## config.mk

```make
export PLATFORM = sky130hd
export DESIGN_NAME = nmc_core
export DESIGN_NICKNAME = d
export VERILOG_FILES = /design/src/core/nmc_pkg.sv /design/src/core/nmc_edge_if.sv /design/src/core/nmc_pin_sampler.sv /design/src/core/nmc_core.sv
export SDC_FILE = /design/constraint.sdc
export NUM_CORES = 1
export LEC_CHECK = 0
export BUFFER_PORTS_ARGS = -buffer_cell sky130_fd_sc_hd__buf_2
export CAP_MARGIN = 20
export CORE_ASPECT_RATIO = 1.4
export CORE_MARGIN = 1
export CORE_UTILIZATION = 55
export DETAILED_ROUTE_END_ITERATION = 10
export PLACE_DENSITY = 0.71
export REMOVE_ABC_BUFFERS = 1
export SLEW_MARGIN = 10
export SYNTH_ARGS = -nofsm -noshare
export SYNTH_HDL_FRONTEND = slang
export SYNTH_SLANG_ARGS = --single-unit
```

## constraint.sdc

```tcl
create_clock -name mclk -period 5.2 [get_ports mclk]
set_input_delay 0.26 -clock mclk [delete_from_list [all_inputs] [get_ports mclk]]
set_output_delay 0.26 -clock mclk [all_outputs]
set_load 0.05 [all_outputs]
```

## src/core/nmc_pkg.sv

```systemverilog
package nmc_pkg;
	// Datapath widths
	localparam int PC_W = 10;
	localparam int PTR_W = 6;
	localparam int NIB_W = 4;
	localparam int LATCH_W = 8;
	localparam int STACK_DEPTH = 3;
	localparam int RAM_WORDS = 64;
	localparam int PAGE_OFS_W = 6;
	// Instruction cycle: oscillator periods and phase marks
	localparam int CYCLE_PERIODS = 16;
	localparam logic [3:0] PHASE_LAST = 4'(CYCLE_PERIODS - 1);
	localparam logic [3:0] PHASE_SAMPLE = 4'h7;
	localparam logic [3:0] SYNC_LAST = 4'h7;
	// Fixed addresses
	localparam logic [9:0] IRQ_VECTOR = 10'h0ff;
	localparam logic [3:0] CALL_PAGE = 4'h2;
	localparam logic [9:0] PC_RST = 10'h000;
	// Feature-select field positions and reset values
	localparam int FS_COUNTER = 0;
	localparam int FS_IRQ_ARM = 1;
	localparam int FS_PORT_DRIVE = 2;
	localparam int FS_SO_GATE = 3;
	localparam logic [3:0] FEATURE_RST = 4'h0;
	localparam logic SKL_RST = 1'b1;
	// Sampled pin slots
	localparam int PIN_SI = 0;
	localparam int PIN_IRQ = 1;
	localparam int PIN_CS = 2;
	localparam int PIN_WR = 3;
	localparam int PIN_RST = 4;
	localparam int NUM_PINS = 5;

	typedef enum {
		idle_op, add_carry_skip_op, swap_mem_op, load_ram_ptr_op,
		acc_to_digit_op, acc_to_row_op, digit_to_out_op, page_jump_op,
		page_call_op, long_jump_op, indirect_jump_op, rom_table_load_op,
		stack_pop_op, direct_ram_load_op, direct_ram_swap_op,
		swap_acc_shift_op, load_feature_op, acc_to_latch_op,
		latch_to_acc_op, port_to_acc_op, acc_to_gport_op
	} nmc_op_e;
endpackage

```

## src/core/nmc_edge_if.sv

```systemverilog
`timescale 1ns/1ps
`default_nettype none
interface nmc_edge_if;
	logic cyc;
	logic pin;
	logic now;
	logic level;
	logic fall;
	logic low_twice;
	modport core (output cyc, output pin, input now, input level,
		input fall, input low_twice);
	modport det (input cyc, input pin, output now, output level,
		output fall, output low_twice);
endinterface
`default_nettype wire

```

## src/core/nmc_pin_sampler.sv

```systemverilog
`timescale 1ns/1ps
`default_nettype none
module nmc_pin_sampler (
	input wire logic mclk,
	input wire logic reset,
	nmc_edge_if.det e
);
	logic sync1;
	logic sync2;
	logic [2:0] hist;
	logic [2:0] next_hist;

	// One sample per instruction cycle; pins idle high
	always_comb begin
		next_hist = hist;
		if (e.cyc) begin
			next_hist = {hist[1:0], sync2};
		end
	end

	// Two-stage synchroniser, then the cycle-rate history
	always_ff @(posedge mclk or posedge reset) begin
		if (reset) begin
			sync1 <= 1'b1;
			sync2 <= 1'b1;
			hist <= 3'b111;
		end else begin
			sync1 <= e.pin;
			sync2 <= sync1;
			hist <= next_hist;
		end
	end

	// A fall needs two low samples after a high, so short glitches die
	assign e.now = sync2;
	assign e.level = hist[0];
	assign e.fall = (hist == 3'b100);
	assign e.low_twice = (hist[1:0] == 2'b00);
endmodule
`default_nettype wire

```

## src/core/nmc_core.sv

```systemverilog
`timescale 1ns/1ps
`default_nettype none
module nmc_core #(
	parameter bit HOST_BUS = 1'b0
) (
	input wire logic mclk,
	input wire logic reset,
	input var nmc_pkg::nmc_op_e op,
	input wire logic [9:0] operand,
	input wire logic [7:0] rom_data,
	input wire logic serial_in,
	input wire logic gp_port_bit_one,
	input wire logic gp_port_bit_two,
	input wire logic gp_port_bit_three,
	input wire logic reset_req_n,
	input wire logic [7:0] port_in,
	output logic [9:0] pc_out,
	output logic instr_strobe,
	output logic skip_flag,
	output logic [7:0] port_out,
	output logic port_oe_n,
	output logic [3:0] gp_out_d,
	output logic [3:0] g_out,
	output logic ready_flag_out,
	output logic serial_out,
	output logic shift_clock_pin
);
	if (HOST_BUS !== 1'b0 && HOST_BUS !== 1'b1) begin : g_chk
		$error("HOST_BUS must be 0 or 1");
	end

	////////////////////////////////////////////////////////////////////////
	// Cycle timing
	logic [3:0] phase;
	logic [3:0] next_phase;
	logic strobe;
	logic sample;
	logic sync_pulse;

	// Sixteen oscillator periods per instruction cycle
	always_comb begin
		next_phase = phase + 4'h1;
	end

	always_ff @(posedge mclk or posedge reset) begin
		if (reset) begin
			phase <= 4'h0;
		end else begin
			phase <= next_phase;
		end
	end

	assign strobe = (phase == nmc_pkg::PHASE_LAST);
	assign sample = (phase == nmc_pkg::PHASE_SAMPLE);
	assign sync_pulse = (phase <= nmc_pkg::SYNC_LAST);

	////////////////////////////////////////////////////////////////////////
	// Pin samplers
	nmc_edge_if eif [nmc_pkg::NUM_PINS] ();
	logic [nmc_pkg::NUM_PINS-1:0] pins;

	assign pins = {reset_req_n, gp_port_bit_three, gp_port_bit_two,
		gp_port_bit_one, serial_in};

	// Sampled mid-cycle so the result is steady when the cycle ends
	for (genvar gi = 0; gi < nmc_pkg::NUM_PINS; gi++) begin : g_pin
		assign eif[gi].cyc = sample;
		assign eif[gi].pin = pins[gi];
		nmc_pin_sampler u_samp (
			.mclk(mclk),
			.reset(reset),
			.e(eif[gi])
		);
	end

	logic si_level;
	logic si_fall;
	logic irq_fall;
	logic init;
	logic cs_low;
	logic rd_low;
	logic wr_low;

	assign si_level = eif[nmc_pkg::PIN_SI].level;
	assign si_fall = eif[nmc_pkg::PIN_SI].fall;
	assign irq_fall = eif[nmc_pkg::PIN_IRQ].fall;
	assign init = eif[nmc_pkg::PIN_RST].low_twice;
	// Host strobes use the synchronised level, not the cycle-rate sample
	assign cs_low = HOST_BUS & ~eif[nmc_pkg::PIN_CS].now;
	assign rd_low = HOST_BUS & ~eif[nmc_pkg::PIN_IRQ].now;
	assign wr_low = HOST_BUS & ~eif[nmc_pkg::PIN_WR].now;

	////////////////////////////////////////////////////////////////////////
	// Port input synchroniser and host write edge
	logic [7:0] port_m;
	logic [7:0] port_s;
	logic wr_low_d;
	logic host_write;

	always_ff @(posedge mclk or posedge reset) begin
		if (reset) begin
			port_m <= 8'h00;
			port_s <= 8'h00;
			wr_low_d <= 1'b0;
		end else begin
			port_m <= port_in;
			port_s <= port_m;
			wr_low_d <= wr_low;
		end
	end

	// Capture at the end of the write strobe, when host data is settled
	assign host_write = wr_low_d & ~wr_low & cs_low;

	////////////////////////////////////////////////////////////////////////
	// Core state
	logic [9:0] pc, next_pc;
	logic [9:0] stk [nmc_pkg::STACK_DEPTH];
	logic [9:0] next_stk [nmc_pkg::STACK_DEPTH];
	logic [3:0] acc, next_acc;
	logic carry, next_carry;
	logic [5:0] ptr, next_ptr;
	logic [7:0] q, next_q;
	logic [3:0] dreg, next_d;
	logic [3:0] greg, next_g;
	logic [3:0] shift_counter_reg, next_sio;
	logic clock_gate_latch, next_skl;
	logic [3:0] feature_select, next_feat;
	logic skip, next_skip;
	logic saved_skip, next_saved;
	logic irq_pend, next_irq_pend;
	logic ready, next_ready;
	logic [3:0] ram [nmc_pkg::RAM_WORDS];
	logic ram_we;
	logic [5:0] ram_wa;
	logic [3:0] ram_wd;
	logic [5:0] ram_ra;
	logic [3:0] ram_rd;
	logic [4:0] sum;
	logic chain;
	logic ack;
	logic direct;

	assign direct = (op == nmc_pkg::direct_ram_load_op) ||
		(op == nmc_pkg::direct_ram_swap_op);
	assign ram_ra = direct ? operand[5:0] : ptr;
	assign ram_rd = ram[ram_ra];
	assign sum = {1'b0, acc} + {1'b0, ram_rd} + {4'h0, carry};
	// Jumps and pointer loads hold off the interrupt until the chain ends
	assign chain = ~skip && (op inside {nmc_pkg::page_jump_op,
		nmc_pkg::page_call_op, nmc_pkg::long_jump_op,
		nmc_pkg::indirect_jump_op, nmc_pkg::stack_pop_op,
		nmc_pkg::load_ram_ptr_op});
	assign ack = strobe & ~HOST_BUS & irq_pend &
		feature_select[nmc_pkg::FS_IRQ_ARM] & ~chain;

	// Execute one instruction at each cycle end
	always_comb begin
		next_pc = pc;
		next_stk = stk;
		next_acc = acc;
		next_carry = carry;
		next_ptr = ptr;
		next_q = q;
		next_d = dreg;
		next_g = greg;
		next_sio = shift_counter_reg;
		next_skl = clock_gate_latch;
		next_feat = feature_select;
		next_skip = skip;
		next_saved = saved_skip;
		next_irq_pend = irq_pend;
		next_ready = ready;
		ram_we = 1'b0;
		ram_wa = ram_ra;
		ram_wd = acc;
		if (strobe) begin
			next_pc = pc + 10'h001;
			next_skip = 1'b0;
			if (feature_select[nmc_pkg::FS_COUNTER]) begin
				if (si_fall) begin
					next_sio = shift_counter_reg - 4'h1;
				end
			end else begin
				next_sio = {shift_counter_reg[2:0], si_level};
			end
			if (!skip) begin
				unique case (op)
				nmc_pkg::idle_op: begin
				end
				nmc_pkg::add_carry_skip_op: begin
					next_acc = sum[3:0];
					next_carry = sum[4];
					next_skip = sum[4];
				end
				nmc_pkg::swap_mem_op, nmc_pkg::direct_ram_swap_op: begin
					next_acc = ram_rd;
					ram_we = 1'b1;
				end
				nmc_pkg::direct_ram_load_op: next_acc = ram_rd;
				nmc_pkg::load_ram_ptr_op: next_ptr = operand[5:0];
				nmc_pkg::acc_to_digit_op: next_ptr[3:0] = acc;
				nmc_pkg::acc_to_row_op: next_ptr[5:4] = acc[1:0];
				nmc_pkg::digit_to_out_op: next_d = ptr[3:0];
				nmc_pkg::page_jump_op: begin
					next_pc = {pc[9:6], operand[5:0]};
				end
				nmc_pkg::page_call_op: begin
					next_stk[2] = stk[1];
					next_stk[1] = stk[0];
					next_stk[0] = pc + 10'h001;
					next_pc = {nmc_pkg::CALL_PAGE, operand[5:0]};
				end
				nmc_pkg::long_jump_op: next_pc = operand;
				nmc_pkg::indirect_jump_op: next_pc = {pc[9:8], rom_data};
				nmc_pkg::rom_table_load_op: next_q = rom_data;
				nmc_pkg::stack_pop_op: begin
					next_pc = stk[0];
					next_stk[0] = stk[1];
					next_stk[1] = stk[2];
					next_skip = saved_skip;
					next_saved = 1'b0;
				end
				nmc_pkg::swap_acc_shift_op: begin
					next_acc = shift_counter_reg;
					next_sio = acc;
					next_skl = carry;
				end
				nmc_pkg::load_feature_op: next_feat = operand[3:0];
				nmc_pkg::acc_to_latch_op: next_q = {acc, ram_rd};
				nmc_pkg::latch_to_acc_op: begin
					next_acc = q[7:4];
					ram_wd = q[3:0];
					ram_we = 1'b1;
				end
				nmc_pkg::port_to_acc_op: next_acc = port_s[3:0];
				nmc_pkg::acc_to_gport_op: begin
					next_g = acc;
					next_ready = acc[0];
				end
			endcase
			end
			// Pending fall is sticky; a new fall beats the clear
			if (ack) begin
				next_stk[2] = next_stk[1];
				next_stk[1] = next_stk[0];
				next_stk[0] = next_pc;
				next_pc = nmc_pkg::IRQ_VECTOR;
				next_feat[nmc_pkg::FS_IRQ_ARM] = 1'b0;
				next_saved = next_skip;
				next_skip = 1'b0;
				next_irq_pend = 1'b0;
			end
			if (irq_fall && feature_select[nmc_pkg::FS_IRQ_ARM]) begin
				next_irq_pend = 1'b1;
			end
		end
		// The host write is the event, so it wins over a software set
		if (host_write) begin
			next_q = port_s;
			next_ready = 1'b0;
		end
		if (init) begin
			next_pc = nmc_pkg::PC_RST;
			next_acc = 4'h0;
			next_carry = 1'b0;
			next_ptr = 6'h00;
			next_d = 4'h0;
			next_g = 4'h0;
			next_feat = nmc_pkg::FEATURE_RST;
			next_skl = nmc_pkg::SKL_RST;
			next_skip = 1'b0;
			next_saved = 1'b0;
			next_irq_pend = 1'b0;
			next_ready = 1'b0;
			ram_we = 1'b0;
		end
	end

	always_ff @(posedge mclk or posedge reset) begin
		if (reset) begin
			pc <= nmc_pkg::PC_RST;
			stk <= '{default: 10'h000};
			acc <= 4'h0;
			carry <= 1'b0;
			ptr <= 6'h00;
			q <= 8'h00;
			dreg <= 4'h0;
			greg <= 4'h0;
			shift_counter_reg <= 4'h0;
			clock_gate_latch <= nmc_pkg::SKL_RST;
			feature_select <= nmc_pkg::FEATURE_RST;
			skip <= 1'b0;
			saved_skip <= 1'b0;
			irq_pend <= 1'b0;
			ready <= 1'b0;
		end else begin
			pc <= next_pc;
			stk <= next_stk;
			acc <= next_acc;
			carry <= next_carry;
			ptr <= next_ptr;
			q <= next_q;
			dreg <= next_d;
			greg <= next_g;
			shift_counter_reg <= next_sio;
			clock_gate_latch <= next_skl;
			feature_select <= next_feat;
			skip <= next_skip;
			saved_skip <= next_saved;
			irq_pend <= next_irq_pend;
			ready <= next_ready;
		end
	end

	// RAM keeps its contents through reset, so it has no reset branch
	always_ff @(posedge mclk) begin
		if (ram_we) begin
			ram[ram_wa] <= ram_wd;
		end
	end

	////////////////////////////////////////////////////////////////////////
	// Registered pin outputs
	logic next_oe_n;
	logic next_so;
	logic next_sk;

	always_comb begin
		if (HOST_BUS) begin
			next_oe_n = ~(cs_low & rd_low);
		end else begin
			next_oe_n = ~feature_select[nmc_pkg::FS_PORT_DRIVE];
		end
		if (feature_select[nmc_pkg::FS_COUNTER]) begin
			next_so = feature_select[nmc_pkg::FS_SO_GATE];
			next_sk = clock_gate_latch;
		end else begin
			next_so = feature_select[nmc_pkg::FS_SO_GATE] & shift_counter_reg[3];
			next_sk = clock_gate_latch & sync_pulse;
		end
	end

	always_ff @(posedge mclk or posedge reset) begin
		if (reset) begin
			port_oe_n <= 1'b1;
			serial_out <= 1'b0;
			shift_clock_pin <= 1'b0;
			instr_strobe <= 1'b0;
		end else begin
			port_oe_n <= next_oe_n;
			serial_out <= next_so;
			shift_clock_pin <= next_sk;
			instr_strobe <= strobe;
		end
	end

	assign pc_out = pc;
	assign skip_flag = skip;
	assign port_out = q;
	assign gp_out_d = dreg;
	assign g_out = greg;
	assign ready_flag_out = ready;
endmodule
`default_nettype wire

```

==> impl_metrics.json, run 1 <==
{
  "synth_mux_area_share_pct": 19.4,
  "overflow": 0,
  "syn_area_per_cell_um2": 13.0,
  "drtPass1Iterations": 7,
  "hp-start": "rom_data[7]",
  "cap_violations": 0,
  "routed-via-count": 13200,
  "synth_cell_type_count": 75,
  "insertion_delay_ns": 0.55,
  "tightest_slew_ns": 0.862,
  "p_leak_nw": 8.00,
  "synth_compound_area_share_pct": 9.24,
  "min_to": "port_out[7]",
  "tns_ns": 0,
  "nNetsFinal": 1612,
  "whs_path_depth": 3,
  "min_period_ns": 4.26,
  "area_delta_synth_final_pct": 11.7,
  "place_inst": 1941,
  "worst_slack_ns": 0.940,
  "antenna_found_initial": 0,
  "drtIter0Drc": 1408,
  "reg2reg_depth": 14,
  "wl_met3_um": 3100,
  "drc": 0,
  "largest_reg_flops": 256,
  "stdcell_count": 2015,
  "synthArstFlopShare_pct": 29.9,
  "rsz0062_at_grt": "false",
  "fmax_mhz": 235,
  "gr-usage-all-layers_pct": 30.3,
  "holdCritPathClass": "input pin to flop",
  "critPathRequiredTime_ns": 5.67,
  "grt_pass1_wl_um": 80200,
  "cts.htree.levels": 2,
  "root_buffer": "clkbuf_16",
  "die_area_mm2": 0.0352,
  "synth_top_family_by_area": "multiplexers",
  "critPathCaptureType": "flop",
  "cts_buffer_depth": 3,
  "ff2ff_setup_slack_ns": 0.94,
  "rows": 80,
  "final_core_util_pct": 62.3,
  "layout_commonest_cell": "edfxtp_1",
  "antenna_cells": 0,
  "io_pins": 97,
  "post_cts_buffers": 0,
  "grt_pass1_vias": 13400,
  "maxSlewHeadroom_pct": 41.8,
  "port_buffers": 90,
  "synth-edff-count": 256,
  "met2_length_um": 26500,
  "clk_pin_slew_ns": 0.06,
  "drt-met1-wl_um": 19400,
  "hold_ws_ns": 0.0523,
  "cp-start-kind": "flop",
  "finalSetupViolCount": 0,
  "synthXorXnorAreaFrac_pct": 0.646,
  "cts_resized": 0,
  "cp.arrival_ns": 4.73,
  "grt_start_max_net_pins": 65,
  "ctsHoldBuffers": 8,
  "drv_slew": 0,
  "wl_per_cell_um": 25.9,
  "postSynthCellCount": 1456,
  "cts_sinks": 365,
  "final-hold-violation-count": 0,
  "layout_common_cells": "edfxtp_1, nand2_1, nor2_1, mux4_2",
  "drtAntennaViolNets": 0,
  "avgViaCountPerCell": 6.53,
  "ys_warn_count": 0,
  "drt_wl_total_um": 52100,
  "synthAdderAreaFrac_pct": 0.607,
  "gp_congestion": 0.944,
  "cts_buffers": 36,
  "ys_seq_elements": 365,
  "tritoncts": "done",
  "synth-simple-area-share_pct": 11.8,
  "synthFlopType": "edfxtp_1",
  "period_share_pct": 81.9,
  "timing.rr.start": "ptr[2]",
  "worstReg2RegEnd": "skip_flag",
  "ys_seq_area_share_pct": 55.0,
  "p_per_area_mw_per_mm2": 285,
  "drive_gt1_share_pct": 24.5,
  "place_hpwl_um": 35600,
  "die_y_um": 222,
  "top_register": "ram",
  "highest_layer": "met4",
  "ir_worst_vdd_mv": 0.282,
  "die-width_um": 159,
  "worst-path-max-fanout": 21,
  "start_util_pct": 55.7,
  "status": "complete, no violations",
  "critPathKind": "flop to flop",
  "core_area_mm2": 0.0340,
  "syn-cell-area_mm2": 0.0190,
  "clock_skew_ns": 0.0254,
  "place_ws_ns": 0.638
}
[per-stage QoR]
stage | instance area (µm²) | power [W]
final | 21200 | 0.00604
after global routing | 21200 | 0.00620
after CTS | 21100 | 0.00607
after detailed placement | 20000 | 0.00360
after global placement | 19900 | 0.00360
after floorplan | 18500 | 0.00340
[how the worst max path moves through the flow]
stage,from,to,slack [ns],cells after the start
after floorplan,ptr[0],skip_flag,-0.40,14
after global placement,op[9],skip_flag,0.74,16
after detailed placement,op[9],skip_flag,0.64,16
after CTS,ptr[2],skip_flag,0.92,14
after global routing,ptr[2],skip_flag,0.72,14
final,ptr[2],skip_flag,0.94,14
[cell usage after synthesis (all sizes together), types with 15 or more instances]
library cell,n,share of area [%]
a21oi,80,2.1
nor2,144,2.8
nand3,41,1.1
o21ai,32,0.84
mux2i,77,4.1
a31oi,15,0.49
and3,21,0.69
inv,31,0.61
clkbuf,57,1.1
nand2b,15,0.49
mux2,22,1.3
mux4,118,14
dfrtp,93,12
buf,49,1.5
nor3,21,0.67
a211o,15,0.69
nand2,144,2.8
dfstp,16,2.2
edfxtp,256,41
nor4,19,1.1
[area by class of cell]
type                    instances  area, µm²
clock buffers                  39        912
clock inverters                24        189
fillers                      2555      12800
inverters                      32        123
multi-input cells             953       7940
flip-flops and latches        365      10400
well taps                     451        564
repair buffers                151       1020
[power by group]
part / internal, W / switching, W
combinational: 0.000161 / 0.000243
sequential: 0.00310 / 0.0000427
clock: 0.00138 / 0.00112
total: 0.00464 / 0.00141
[layer usage]
layer  global-route usage, %  vias to the layer above
li1                        -                     5797
met1                    36.5                     6592
met2                    51.5                      591
met3                    4.58                      172
met4                    18.1                        0
met5                       0                        -
[logic make-up after synthesis]
kind of cell | after synthesis
fa+ha+maj | 8
compound gates | 253
xor+xnor | 14
buf+inv | 138
mux | 217
simple gates | 461
flops | 365
[worst max-delay path, cell delays in order (launching register included)]
cell,delay [ns]
dfrtp_2,0.82
mux4_2,0.34
nand2_1,0.09
nand3_1,0.12
mux2i_1,0.09
a211oi_1,0.40
nand4_1,0.34
fa_1,0.52
fa_1,0.42
nor2b_1,0.16
o21ai_0,0.10
nand2b_1,0.10
a22oi_1,0.08
or4_1,0.43
a21oi_1,0.15
No activity file was read; power rests on OpenSTA's default activity.
==> run 2: changes to the inputs <==
==> constraint.sdc (replaced) <==
create_clock -name mclk -period 4.3 [get_ports mclk]
set_input_delay 0.215 -clock mclk [delete_from_list [all_inputs] [get_ports mclk]]
set_output_delay 0.215 -clock mclk [all_outputs]
set_load 0.05 [all_outputs]
==> run 2 against run 1 <==
Die area unchanged; core utilization up 0.90 points; clock skew down 0.011 ns; final cell count up 2.0%; global-route usage up 0.34 points; setup slack worse by 0.60 ns; sequential share of layout area down 0.71 points; count of clock-buffer cells in the layout up 16.
==> impl_metrics.json, run 2 (synthesis gave the netlist of run 1 again) <==
{
  "seqPwrFrac_pct": 50.9,
  "antenna_found_initial": 0,
  "post_cts_buffers": 0,
  "holdCritPathClass": "input pin to flop",
  "root_buffer": "clkbuf_16",
  "die_y_um": 222,
  "stdcell_count": 2055,
  "p_leak_nw": 8.18,
  "core_area_mm2": 0.0340,
  "grt_pass1_vias": 13600,
  "io_pins": 97,
  "drv_slew": 0,
  "regArea_mm2": 0.0104,
  "final_area_mm2": 0.0215,
  "cts_sinks": 365,
  "grt_pass1_wl_um": 81100,
  "status": "complete, no violations",
  "insertion_delay_ns": 0.54,
  "rows": 80,
  "pwr-share-comb_pct": 6.9,
  "hp-start": "rom_data[1]",
  "cap_violations": 0,
  "drt_wl_total_um": 52900,
  "critPathCaptureType": "flop",
  "grt_start_max_net_pins": 70,
  "tns_ns": 0,
  "gr-usage-all-layers_pct": 30.6,
  "min_period_ns": 3.96,
  "reg2reg_depth": 14,
  "place_hpwl_um": 36900,
  "die_area_mm2": 0.0352,
  "antenna_cells": 0,
  "overflow": 0,
  "layout_commonest_cell": "edfxtp_1",
  "drive_gt1_share_pct": 25.9,
  "routed-via-count": 13500,
  "drc": 0,
  "ir_worst_vdd_mv": 0.292,
  "top_register": "ram",
  "cp.arrival_ns": 4.42,
  "cts_buffers": 37,
  "ff2ff_setup_slack_ns": 0.34,
  "die-width_um": 159,
  "final-hold-violation-count": 0,
  "p_per_area_mw_per_mm2": 347,
  "largest_reg_flops": 256,
  "rsz0062_at_grt": "false",
  "place_inst": 1978,
  "nNetsFinal": 1648,
  "period_share_pct": 92.0,
  "area_delta_synth_final_pct": 13.3,
  "switching_power_w": 0.00170,
  "netSwitchingFraction_pct": 22.7,
  "fin_total_pwr_w": 0.00746,
  "maxSlewHeadroom_pct": 41.9,
  "cts.htree.levels": 2,
  "avgViaCountPerCell": 6.56,
  "drtAntennaViolNets": 0,
  "fmax_mhz": 253,
  "multi_input_area_mm2": 0.00793,
  "p_int_w": 0.00576,
  "place_area_mm2": 0.0202,
  "min_to": "port_out[1]",
  "worstReg2RegEnd": "skip_flag",
  "port_buffers": 90,
  "clkPwrFrac_pct": 42.2,
  "timing.rr.start": "ptr[0]",
  "gp_congestion": 0.951,
  "drtIter0Drc": 1381,
  "cp-start-kind": "flop",
  "critPathKind": "flop to flop",
  "nFillCells": 2582,
  "whs_path_depth": 4,
  "tritoncts": "done",
  "finalSetupViolCount": 0,
  "start_util_pct": 55.7,
  "worst-path-max-fanout": 17,
  "critPathRequiredTime_ns": 4.76,
  "wl_per_cell_um": 25.7,
  "clock_skew_ns": 0.0146,
  "cts_buffer_depth": 3,
  "drtPass1Iterations": 8,
  "tightest_slew_ns": 0.871,
  "layout_common_cells": "edfxtp_1, nand2_1, nor2_1, mux4_2, dfrtp_1",
  "clk_pin_slew_ns": 0.06
}
## run 2: through the flow
| step | hold WS [ns] | util, % | setup WS, ns |
|---|---|---|---|
| after floorplan | 0.219 | - | -1.30 |
| after global placement | 0.321 | 59.5 | 0.0885 |
| after detailed placement | 0.321 | 59.5 | 0.00677 |
| after CTS | 0.0618 | 63.2 | 0.357 |
| after global routing | 0.0712 | 63.2 | 0.0123 |
| final | 0.0755 | 63.2 | 0.345 |
## run 2: power groups by stage
stage | combinational [W] | sequential (W) | clock, W
6_report | 0.000514 | 0.00380 | 0.00315
3_5_place_dp | 0.000503 | 0.00387 | 0
4_1_cts | 0.000511 | 0.00380 | 0.00318
5_1_grt | 0.000546 | 0.00380 | 0.00331
2_1_floorplan | 0.000217 | 0.00389 | 0
3_3_place_gp | 0.000499 | 0.00387 | 0
## run 2: per-layer routing
| metal | share of wire [%] | wire, µm | up-vias | track usage [%] |
|---|---|---|---|---|
| met1 | 35 | 18800 | 6697 | 36.5 |
| met2 | 51 | 27100 | 703 | 52.9 |
| met5 | 0 | 0 | - | 0 |
| met4 | 6.0 | 3180 | 0 | 17.0 |
| met3 | 7.3 | 3870 | 193 | 4.94 |
| li1 | - | - | 5879 | - |
## run 2: critical path, stage by stage, from the launching register on
cell	delay, ns
dfrtp_4	0.63
buf_12	0.23
mux4_2	0.34
mux2i_1	0.16
mux2i_1	0.21
o32a_1	0.18
nand4_1	0.18
fa_1	0.48
fa_1	0.43
nor2b_1	0.17
o21ai_0	0.10
nand2b_1	0.09
a22oi_1	0.08
or4_1	0.42
a21oi_1	0.15
## run 2: what timing repair did
| action | 4_1_cts | 5_1_grt |
|---|---|---|
| endpoints found under the hold margin | 60 | 0 |
| hold buffers | 9 | 0 |
| resized for setup | 0 | 0 |
## run 2: worst max-delay path by stage
| stage | startpoint | cells after the start | end |
|---|---|---|---|
| 2_1_floorplan | ptr[0] | 14 | skip_flag |
| 3_3_place_gp | op[20] | 17 | skip_flag |
| 3_5_place_dp | op[20] | 17 | skip_flag |
| 4_1_cts | ptr[0] | 14 | skip_flag |
| 5_1_grt | ptr[0] | 15 | skip_flag |
| 6_report | ptr[0] | 14 | skip_flag |
## run 2: layout make-up
class,instances,area share [%]
repair buffers,186,5.91
well taps,451,2.62
flip-flops and latches,365,48.6
inverters,32,0.570
clock inverters,13,0.431
multi-input cells,953,36.9
clock buffers,55,5.00
==> run 3: changes to the inputs <==
--- a/config.mk
+++ b/config.mk
@@ -5,13 +5,13 @@
 export SDC_FILE = /design/constraint.sdc
 export NUM_CORES = 1
 export LEC_CHECK = 0
-export BUFFER_PORTS_ARGS = -buffer_cell sky130_fd_sc_hd__buf_2
+export BUFFER_PORTS_ARGS = -buffer_cell sky130_fd_sc_hd__buf_4
 export CAP_MARGIN = 20
 export CORE_ASPECT_RATIO = 1.4
 export CORE_MARGIN = 1
-export CORE_UTILIZATION = 55
+export CORE_UTILIZATION = 32
 export DETAILED_ROUTE_END_ITERATION = 10
-export PLACE_DENSITY = 0.71
+export PLACE_DENSITY = 0.45
 export REMOVE_ABC_BUFFERS = 1
 export SLEW_MARGIN = 10
 export SYNTH_ARGS = -nofsm -noshare
==> run 3 against run 2 <==
Non-clock buffer count grew 6; flip-flop and latch count is the same; combinational power grew 8.8%; hold slack lost 0.034 ns; die area grew 71%; largest cell class unchanged.
==> impl_metrics.json, run 3 (synthesis gave the netlist of run 1 again) <==
{
  "root_buffer": "clkbuf_16",
  "drive_gt1_share_pct": 26.4,
  "port_buffers": 90,
  "drc": 0,
  "layout_commonest_cell": "edfxtp_1",
  "cp.arrival_ns": 4.58,
  "grt_start_max_net_pins": 70,
  "io_pins": 97,
  "worst-path-max-fanout": 28,
  "grt_pass1_wl_um": 89500,
  "period_share_pct": 95.0,
  "status": "complete, no violations",
  "gp_congestion": 0.878,
  "cp-start-kind": "flop",
  "p_leak_nw": 8.39,
  "rows": 105,
  "overflow": 0,
  "post_cts_buffers": 0,
  "ir_worst_vdd_mv": 0.252,
  "drtAntennaViolNets": 0,
  "critPathCaptureType": "flop",
  "tightest_slew_ns": 0.961,
  "layout_common_cells": "edfxtp_1, buf_4, nand2_1, nor2_1, mux4_2",
  "drv_slew": 0,
  "wl_per_cell_um": 25.2,
  "gr-usage-all-layers_pct": 19.9,
  "drtIter0Drc": 948,
  "drt_wl_total_um": 59600,
  "clk_pin_slew_ns": 0.06,
  "largest_reg_flops": 256,
  "place_hpwl_um": 41400,
  "fin_total_pwr_w": 0.00800,
  "antenna_cells": 0,
  "finalSetupViolCount": 0,
  "maxSlewHeadroom_pct": 35.4,
  "die_y_um": 290,
  "cts_sinks": 365,
  "start_util_pct": 32.4,
  "critPathKind": "flop to flop",
  "avgViaCountPerCell": 5.52,
  "critPathRequiredTime_ns": 4.79,
  "die_area_mm2": 0.0603,
  "cts_buffer_depth": 3,
  "fmax_mhz": 245,
  "routed-via-count": 13100,
  "drtPass1Iterations": 5,
  "grt_pass1_vias": 13800,
  "hold_ws_ns": 0.0418,
  "antenna_found_initial": 0,
  "core_area_mm2": 0.0586,
  "holdCritPathClass": "input pin to flop",
  "die-width_um": 208,
  "ff2ff_setup_slack_ns": 0.22,
  "top_register": "ram",
  "final-hold-violation-count": 0,
  "tritoncts": "done",
  "nNetsFinal": 1659,
  "p_per_area_mw_per_mm2": 356,
  "area_delta_synth_final_pct": 18.2,
  "clock_skew_ns": 0.0224,
  "min_period_ns": 4.08,
  "rsz0062_at_grt": "false",
  "cap_violations": 0,
  "cts.htree.levels": 2,
  "insertion_delay_ns": 0.58,
  "cts_buffers": 42
}
-- run 3: cell count changes in the layout (fill, tap and decap cells not counted), sizes merged --
cell | before | now
inv | 32 | 35
clkinv | 10 | 13
buf | 177 | 179
clkbuf | 55 | 57
bufinv | 1 | 4
dlygate4sd3 | 9 | 13
clkinvlp | 2 | 0
-- run 3: area by class of cell --
cell class | count | area, µm²
fill | 5521 | 36200
sequential | 365 | 10400
multi-input combinational | 953 | 7930
timing repair buffer | 192 | 1610
clock buffer | 57 | 1180
tap | 749 | 937
clock inverter | 20 | 213
inverter | 32 | 123
-- run 3: final timing paths --
kind | cells past startpoint | startpoint | end
max in group asynchronous | 4 | reset | stk[24]
min in group asynchronous | 3 | reset | phase[3]
worst min register to register | 0 | port_m[2] | port_s[2]
worst min-delay path | 4 | rom_data[0] | port_out[0]
worst max-delay path | 14 | ptr[0] | skip_flag
worst max register to register | 14 | ptr[0] | skip_flag
-- run 3: layer usage --
metal / vias up / share of wire (%) / track usage [%]
met2: 377 / 53 / 36.4
li1: 5896 / - / -
met4: 0 / 3.8 / 7.93
met5: - / 0 / 0
met1: 6684 / 38 / 23.3
met3: 112 / 4.4 / 2.78
-- run 3: worst max-delay path, cell delays in order, from the launching register on --
cell and delay, ns:
dfrtp_4 0.64, buf_12 0.27, mux4_2 0.38, mux2i_1 0.14
mux2i_1 0.22, o32a_1 0.18, nand4_1 0.20, fa_1 0.49
fa_1 0.43, nor2b_1 0.17, o21ai_0 0.10, nand2b_1 0.11
a22oi_1 0.08, or4_1 0.43, a21oi_1 0.15
-- run 3: power by group --
group | internal [W] | switching [W]
sequential | 0.00375 | 0.0000425
combinational | 0.000237 | 0.000321
clock | 0.00217 | 0.00148
total | 0.00616 | 0.00184
-- run 3: through the flow --
stage,area [µm²],instances,setup TNS (ns),setup slack (ns),utilization [%]
finish,22400,2368,0,0.217,38.3
global route,22400,2368,0,0.0186,38.3
CTS,22400,2367,0,0.225,38.3
detailed placement,20900,2277,0,0.0784,35.7
global placement,20900,2277,0,0.116,35.7
floorplan,18500,1350,-7.33,-1.30,-
-- run 3: what timing repair did --
item / CTS / global route
hold endpoints to repair: 64 / 0
hold buffers: 13 / 0
resized for setup: 0 / 0
